==> src/rtl/rbs_defines.vh <==
// constants for the reset and supply droop sequencer
`ifndef RBS_DEFINES_VH
`define RBS_DEFINES_VH
// wake-up timer: fixed clock count before release (cycles of core_clk_i)
`define RBS_WAKE_CYCLES 4096
// oscillator must be seen running this many cycles in a row
`define RBS_OSC_STABLE_CYCLES 16
// hysteresis filter: comparator level must hold this many cycles
`define RBS_HYST_CYCLES 8
// address at which the core starts fetching after release
`define RBS_BOOT_ADDR 32'h0000_0000
// width of the wake-up counter
`define RBS_WAKE_W 16
`endif

==> src/rtl/rbs_sync_filter.v <==
// three-stage synchroniser with agreement check and hysteresis hold filter
`timescale 1ns/10ps
module rbs_sync_filter #(
    parameter HOLD = 8,             // cycles a new level must persist
    parameter INIT = 1'b1           // level assumed at reset
) (
    input wire core_clk_i,
    input wire rst_b_i,
    input wire async_i,             // raw level from outside the domain
    output reg level_o              // filtered, debounced level
);
    reg s1_r;                       // first stage, read only by s2_r
    reg s2_r;
    reg s3_r;
    reg [7:0] cnt_r;                // persistence counter
    reg [7:0] cnt_nxt;
    reg level_nxt;
    // synchroniser chain
    always @(posedge core_clk_i or negedge rst_b_i) begin
        if (!rst_b_i) begin
            s1_r <= INIT;
            s2_r <= INIT;
            s3_r <= INIT;
        end else begin
            s1_r <= async_i;
            s2_r <= s1_r;
            s3_r <= s2_r;
        end
    end
    // a change counts only when stages two and three agree and persist
    always @* begin
        cnt_nxt = 8'h00;
        level_nxt = level_o;
        if ((s2_r == s3_r) && (s3_r != level_o)) begin
            if (cnt_r >= HOLD[7:0] - 8'h01) begin
                level_nxt = s3_r;
            end else begin
                cnt_nxt = cnt_r + 8'h01;
            end
        end
    end
    // filtered level register
    always @(posedge core_clk_i or negedge rst_b_i) begin
        if (!rst_b_i) begin
            cnt_r <= 8'h00;
            level_o <= INIT;
        end else begin
            cnt_r <= cnt_nxt;
            level_o <= level_nxt;
        end
    end
endmodule

==> src/rtl/rbs_reset_seq.v <==
// reset merger, wake-up timer and two-stage supply droop monitor
`timescale 1ns/10ps
`include "rbs_defines.vh"
module rbs_reset_seq #(
    parameter WAKE_CYCLES = `RBS_WAKE_CYCLES,   // fixed count before release
    parameter OSC_CYCLES = `RBS_OSC_STABLE_CYCLES,
    parameter HYST_CYCLES = `RBS_HYST_CYCLES
) (
    input wire core_clk_i,
    input wire rst_b_i,             // power-on detector output, low = reset
    input wire ext_rst_b_i,         // external reset pin, low = reset
    input wire wdt_rst_i,           // watchdog reset request
    input wire droop_warn_i,        // comparator: supply below first level
    input wire droop_rst_i,         // comparator: supply below second level
    input wire osc_ok_i,            // oscillator running indication
    input wire flash_ready_i,       // flash controller init complete
    input wire droop_irq_en_i,      // enable bit from the irq controller
    output reg sys_rst_b_o,         // internal chip reset, low = reset
    output reg [31:0] boot_addr_o,  // first fetch address for the core
    output reg droop_irq_o,         // interrupt line to the irq controller
    output reg droop_status_o,      // polled droop status level
    output reg [3:0] rst_cause_o    // sources seen: pin, wdt, por, droop
);
    localparam ST_HOLD = 3'b001;    // reset held, timer cleared
    localparam ST_WAIT = 3'b010;    // counting and waiting for conditions
    localparam ST_RUN = 3'b100;     // reset released
    wire pin_low;                   // filtered pin, 1 = asserted
    wire pin_lvl;
    wire wdt_lvl;
    wire warn_lvl;
    wire drst_lvl;
    wire osc_lvl;
    wire flash_lvl;
    reg [2:0] state_r;
    reg [2:0] state_nxt;
    reg [`RBS_WAKE_W-1:0] wake_cnt_r;
    reg [`RBS_WAKE_W-1:0] wake_cnt_nxt;
    reg [7:0] osc_cnt_r;            // consecutive cycles of running osc
    reg osc_stable_r;
    reg por_seen_r;                 // power-on reset cause, set by rst_b_i, cleared one cycle after its release
    wire rst_req;                   // merged reset request
    wire done;
    wire cause_arm;                 // 1 = state_r not in ST_HOLD, causes logged

    // pin: schmitt-style hysteresis filter, low means reset
    // assumed asserted at power-on, so an early pin low is never lost
    // the hold rejects bounce and noise spikes on the pin
    rbs_sync_filter #(
        .HOLD(HYST_CYCLES),
        .INIT(1'b0)
    ) u_pin (
        .core_clk_i(core_clk_i),
        .rst_b_i(rst_b_i),
        .async_i(ext_rst_b_i),
        .level_o(pin_lvl)
    );
    assign pin_low = ~pin_lvl;      // 1 = pin asks for reset

    // watchdog may tick from its own oscillator, so it is synchronised
    // a one-cycle hold keeps the reset latency short
    // its request must stay up a few cycles to be seen
    rbs_sync_filter #(
        .HOLD(1),
        .INIT(1'b0)
    ) u_wdt (
        .core_clk_i(core_clk_i),
        .rst_b_i(rst_b_i),
        .async_i(wdt_rst_i),
        .level_o(wdt_lvl)
    );

    // first droop stage: the hold stops status chatter near the level
    // a dip shorter than the hold never reaches the core
    // trade-off: a real droop is reported a few cycles late
    rbs_sync_filter #(
        .HOLD(HYST_CYCLES),
        .INIT(1'b0)
    ) u_warn (
        .core_clk_i(core_clk_i),
        .rst_b_i(rst_b_i),
        .async_i(droop_warn_i),
        .level_o(warn_lvl)
    );

    // second droop stage: starts asserted, power-on waits for good supply
    // the hold avoids false chip resets from supply ripple
    // a long droop still resets within a few cycles of the hold
    rbs_sync_filter #(
        .HOLD(HYST_CYCLES),
        .INIT(1'b1)
    ) u_drst (
        .core_clk_i(core_clk_i),
        .rst_b_i(rst_b_i),
        .async_i(droop_rst_i),
        .level_o(drst_lvl)
    );

    // oscillator running flag; stability is judged further down
    // no hold here: any dropout of two cycles or more restarts the judgement at once
    // the flag may come from an analogue detector, hence the synchroniser
    rbs_sync_filter #(
        .HOLD(1),
        .INIT(1'b0)
    ) u_osc (
        .core_clk_i(core_clk_i),
        .rst_b_i(rst_b_i),
        .async_i(osc_ok_i),
        .level_o(osc_lvl)
    );

    // flash controller ready flag
    // its init logic may run from a slower clock, hence the synchroniser
    // no hold needed: the flag only rises once per reset
    rbs_sync_filter #(
        .HOLD(1),
        .INIT(1'b0)
    ) u_flash (
        .core_clk_i(core_clk_i),
        .rst_b_i(rst_b_i),
        .async_i(flash_ready_i),
        .level_o(flash_lvl)
    );

    // merged request; power-on acts through rst_b_i itself
    assign rst_req = pin_low | wdt_lvl | drst_lvl;
    // filters show their reset levels during the power-on hold, not requests
    assign cause_arm = (state_r != ST_HOLD);
    // all release conditions together
    assign done = (wake_cnt_r >= WAKE_CYCLES[`RBS_WAKE_W-1:0] - 1'b1) &&
                  ~pin_low && osc_stable_r && flash_lvl;

    // oscillator stability judge: needs an unbroken run of ok cycles
    always @(posedge core_clk_i or negedge rst_b_i) begin
        if (!rst_b_i) begin
            osc_cnt_r <= 8'h00;
            osc_stable_r <= 1'b0;
        end else if (!osc_lvl) begin
            osc_cnt_r <= 8'h00;     // any dropout restarts the judgement
            osc_stable_r <= 1'b0;
        end else if (osc_cnt_r >= OSC_CYCLES[7:0] - 8'h01) begin
            osc_stable_r <= 1'b1;
        end else begin
            osc_cnt_r <= osc_cnt_r + 8'h01;
        end
    end

    // sequencer next state
    always @* begin
        state_nxt = state_r;
        wake_cnt_nxt = wake_cnt_r;
        case (state_r)
            ST_HOLD: begin
                wake_cnt_nxt = {`RBS_WAKE_W{1'b0}};
                if (!rst_req) begin
                    state_nxt = ST_WAIT;
                end
            end
            ST_WAIT: begin
                if (rst_req) begin
                    state_nxt = ST_HOLD; // restart timer on new request
                end else if (done) begin
                    state_nxt = ST_RUN;
                end else if (wake_cnt_r < WAKE_CYCLES[`RBS_WAKE_W-1:0] - 1'b1) begin
                    wake_cnt_nxt = wake_cnt_r + 1'b1;
                end
            end
            ST_RUN: begin
                if (rst_req) begin
                    state_nxt = ST_HOLD;
                end
            end
            default: begin
                state_nxt = ST_HOLD;
            end
        endcase
    end

    // sequencer registers; por holds everything via rst_b_i
    always @(posedge core_clk_i or negedge rst_b_i) begin
        if (!rst_b_i) begin
            state_r <= ST_HOLD;
            wake_cnt_r <= {`RBS_WAKE_W{1'b0}};
        end else begin
            state_r <= state_nxt;
            wake_cnt_r <= wake_cnt_nxt;
        end
    end

    // outputs: reset stays low a cycle into run so state settles first
    always @(posedge core_clk_i or negedge rst_b_i) begin
        if (!rst_b_i) begin
            sys_rst_b_o <= 1'b0;
            boot_addr_o <= `RBS_BOOT_ADDR;
            droop_irq_o <= 1'b0;
            droop_status_o <= 1'b0;
            rst_cause_o <= 4'h0;
            por_seen_r <= 1'b1;
        end else begin
            sys_rst_b_o <= (state_r == ST_RUN) && !rst_req;
            boot_addr_o <= `RBS_BOOT_ADDR;
            droop_status_o <= warn_lvl;
            droop_irq_o <= warn_lvl & droop_irq_en_i;
            por_seen_r <= 1'b0;
            // sticky causes, cleared only by power-on
            // limitation: a source rising while already held is not logged
            rst_cause_o <= rst_cause_o |
                {drst_lvl & cause_arm, por_seen_r, wdt_lvl & cause_arm, pin_low & cause_arm};
        end
    end
endmodule

==> config.mk <==
export PLATFORM = sky130hd
export DESIGN_NAME = rbs_reset_seq
export DESIGN_NICKNAME = d
export VERILOG_FILES = /design/src/rtl/rbs_sync_filter.v /design/src/rtl/rbs_reset_seq.v
export VERILOG_INCLUDE_DIRS = /design/src /design/src/rtl
export SDC_FILE = /design/constraint.sdc
export NUM_CORES = 1
export LEC_CHECK = 0
export ABC_AREA = 1
export ABC_CLOCK_PERIOD_IN_PS = 1800
export BUFFER_PORTS_ARGS = -buffer_cell sky130_fd_sc_hd__buf_2
export CORE_MARGIN = 2
export CORE_UTILIZATION = 59
export CTS_BUF_LIST = sky130_fd_sc_hd__clkbuf_8
export DETAILED_ROUTE_END_ITERATION = 8
export GPL_ROUTABILITY_DRIVEN = 0
export PLACE_DENSITY = 0.93
export SETUP_SLACK_MARGIN = 0.5
export SLEW_MARGIN = 20
export SYNTH_ARGS = -nofsm -noshare
export SYNTH_HDL_FRONTEND = slang
export SYNTH_SLANG_ARGS = --single-unit
==> constraint.sdc <==
create_clock -name core_clk_i -period 1.8 [get_ports core_clk_i]
set_input_delay 0.18 -clock core_clk_i [delete_from_list [all_inputs] [get_ports core_clk_i]]
set_output_delay 0.18 -clock core_clk_i [all_outputs]
set_load 0.005 [all_outputs]
==> impl_results.md <==
- Outcome: finished clean
- Min setup slack post-route: between 0.2 and 0.25 ns
- Number of enable flip-flop cells after synthesis: 0
- Overflow left after global routing: 0
- Total Die Area: 0.00679 mm2
- Clock-pin slew reported for the worst setup and hold paths after clock tree synthesis: 0.08 ns
- Cell count after synthesis: 381
- Static leakage: 2.25 nW
- Average via count per standard cell: 5.52
- Async SR Flop Fraction: 1.00
- Floorplan row count: 28
- Syn-to-layout area delta: 26.5%
- Post-route DRC violation count: 0
- Max rail drop VDD: a little over 900 uV
- Fraction of the cycle the final worst path needs: 0.871
- Register-to-Register Path Depth: 6
- First-iteration detailed-routing DRC count: 320
- Drt wl/cell: approximately 16 um
- Worst-path maximum fanout: 11
- Die Span Y: 82.4 um
- First-pass detailed-route iteration total: 6
- Fin. max-slew vios: 0
- Vias in the first global route: 2798
- X dimension of the die: 82.4 um
- Post-route core utilization: 0.775
- Sum of net half-perimeters after detailed placement: approximately 4.4 mm
- Worst-case clock buffer depth: 2
- Crit-path slowest cell: sky130_fd_sc_hd__dfrtp_1
- Crit Path Category: reg -> reg
- Most common cell in the synthesized netlist: sky130_fd_sc_hd__dfrtp_1
- CP Cell Sequence: nor3_4 -> inv_2 -> nand2_2 -> buf_4 -> nand4_1 -> nand2_1
- FMAX: 637 MHz
- Number of diodes: 0
- H-tree level count: 3
- Critical Path AT: 1.86 ns
- I/O pin count: 48
- Setup slack, reg-to-reg: approximately 0.23 ns
- Number of filler instances in the final layout: 323
- Wire length after detailed routing: 8.94 mm
- Startpoint types: flip-flop
- Worst hold-check slack: roughly 0.08 ns
- PortBufs: 15
- FF-to-FF End: wake_cnt_r[10]
- Sequential cell area: 0.00211 mm2
- Top post-synthesis cells by count: 78 x sky130_fd_sc_hd__dfrtp_1, 72 x sky130_fd_sc_hd__nand2_1, 48 x sky130_fd_sc_hd__inv_1
- Fraction of the yosys area taken by sequential cells: 0.582
- Final-report hold violation count: 0
- Max-cap viol count: 0
- Tot Pwr: 4.38 mW
- Final net count: roughly 480
- Root Driver: sky130_fd_sc_hd__clkbuf_8
- Worst setup timing slack at the placement stage: roughly 0.077 ns
- Initial antenna violation count: 0
- Pin count of the biggest net entering global routing: 39
- Synth Warn #: 0
- Fin cells: 542
- Crit path capture type: flip-flop
- Share of layout cells above drive strength 1: 0.325
- Placed cell count: 485
- Vias post-DR: 2992
- Library cell with the largest summed area after synthesis: sky130_fd_sc_hd__dfrtp_1
- Initial cell density of the core: 0.612
- Floorplan core area: about 0.0059 mm2
- Area occupied by multi-input gates: 0.00150 mm2
- Number of antenna-violating nets in the routed design: 0
- Post-route cell area: 0.00459 mm2
- Setup violations, final: 0
- Top area cells in the synthesized netlist: sky130_fd_sc_hd__dfrtp_1 54%, sky130_fd_sc_hd__nand2_1 7.5%, sky130_fd_sc_hd__buf_4 6.8%
- Synth cell types: 30
- Area share of the largest cell type after synthesis: 0.538
- Total track usage: 0.268
- Post-synthesis area per instance: 9.52 um2
- Synthesized flop and latch total: 84
- Clock tree from TritonCTS: built
- Endpoint required time on the critical path: 2.09 ns
- Total power divided by cell area: 954 mW/mm2
- RSZ-0062 raised after global routing: true
- Num CTS Buffers: 9
- Latest clock arrival within the worst-skew pair: approximately 0.36 ns
- CTS sink count: 84
- Largest stage delay on the critical path: about 0.46 ns
- Global-route wire length before repair: about 13 mm
- Tmin final: 1.57 ns
- Crit path launch: u_wdt.level_o
- Placement Cell Area: 0.00377 mm2
- Critical path destination: wake_cnt_r[10]
- Worst setup skew after layout: 0.0122 ns
- Primary flip-flop cell chosen by synthesis mapping: sky130_fd_sc_hd__dfrtp_1
- Syn Std Cell Area: 0.00363 mm2
- Worst R2R Start: u_wdt.level_o
- Hold WC Path Type: in -> reg
- Post-Route Setup TNS: 0 ns
## power by group
part / leakage [nW] / internal (mW) / total, mW / switching, mW
registers: 1.05 / 1.99 / 2.06 / 0.0709
clock network: 0.124 / 0.905 / 1.59 / 0.681
logic: 1.08 / 0.267 / 0.733 / 0.466
## worst max-delay path, delay by kind of cell, from the launching register on
kind	cells	cell delay [ns]
and+or+nand+nor	4	0.68
DFF	1	0.46
buffers and inverters	2	0.35
## routing by layer
metal | part of all wire | up-vias | track usage
li1 | - | 1308 | -
met4 | 0.063 | 0 | 0.165
met2 | 0.52 | 199 | 0.445
met3 | 0.086 | 66 | 0.0826
met1 | 0.33 | 1419 | 0.300
met5 | 0 | - | 0
## cells in the final DEF, fill, tap and decap left out, types with 2 or more instances in the layout
master and count:
sky130_fd_sc_hd__a21oi_1 10, sky130_fd_sc_hd__a21oi_2 7, sky130_fd_sc_hd__a31oi_1 3, sky130_fd_sc_hd__buf_2 14
sky130_fd_sc_hd__buf_4 38, sky130_fd_sc_hd__buf_6 3, sky130_fd_sc_hd__bufinv_16 2, sky130_fd_sc_hd__clkbuf_8 12
sky130_fd_sc_hd__conb_1 45, sky130_fd_sc_hd__dfrtp_1 76, sky130_fd_sc_hd__dfrtp_2 2, sky130_fd_sc_hd__dfstp_2 6
sky130_fd_sc_hd__dlygate4sd3_1 7, sky130_fd_sc_hd__ha_1 2, sky130_fd_sc_hd__ha_2 2, sky130_fd_sc_hd__inv_1 39
sky130_fd_sc_hd__inv_2 9, sky130_fd_sc_hd__inv_6 2, sky130_fd_sc_hd__maj3_1 3, sky130_fd_sc_hd__nand2_1 54
sky130_fd_sc_hd__nand2_2 16, sky130_fd_sc_hd__nand2_4 4, sky130_fd_sc_hd__nand3_1 13, sky130_fd_sc_hd__nand3_2 7
sky130_fd_sc_hd__nand3_4 5, sky130_fd_sc_hd__nand4_1 13, sky130_fd_sc_hd__nor2_1 31, sky130_fd_sc_hd__nor2_2 7
sky130_fd_sc_hd__nor2_4 5, sky130_fd_sc_hd__nor3_1 4, sky130_fd_sc_hd__nor3_4 2, sky130_fd_sc_hd__o21ai_0 6
sky130_fd_sc_hd__o21ai_2 4, sky130_fd_sc_hd__o21bai_1 5
## how the worst min path moves through the flow
stage                     cells past startpoint  slack, ns      startpoint      endpoint
after CTS                                     3       0.04  droop_irq_en_i   droop_irq_o
after global placement                        1       0.15         rst_b_i  osc_cnt_r[3]
after global routing                          3       0.07  droop_irq_en_i   droop_irq_o
after detailed placement                      1       0.16         rst_b_i  osc_cnt_r[3]
final                                         3       0.08  droop_irq_en_i   droop_irq_o
after floorplan                               0      -0.12         rst_b_i   droop_irq_o
## state kept, by name (all words and copies together) (netlist names), 3 cells and up
signal	cells
u_warn.cnt_r	8
u_pin.cnt_r	8
osc_cnt_r	8
wake_cnt_r	16
u_drst.cnt_r	8
state_r	3
rst_cause_o	4
## kinds of logic after synthesis
kind of cell    count (synthesis)  synth area share
compound gates                 39            0.0607
fa+ha+maj                       8            0.0255
simple gates                  163             0.204
flops                          84             0.582
other cells                     1           0.00103
buf+inv                        86             0.127
## final cells by class
class,instances,share of cell area
sequential,84,0.461
multi-input combinational,257,0.327
timing repair buffer,62,0.100
inverter,48,0.0393
clock buffer,12,0.0360
tap,75,0.0205
clock inverter,4,0.0169
## what timing repair did
action / in CTS / in global routing
cloned: 3 / 0
hold buffers: 7 / 0
endpoints found under the setup margin: 25 / 37
pin swaps: 18 / 20
hold endpoints to repair: 36 / 0
setup buffers: 14 / 17
resized for setup: 19 / 61
Note: power is estimated with default switching activity, not from simulation.
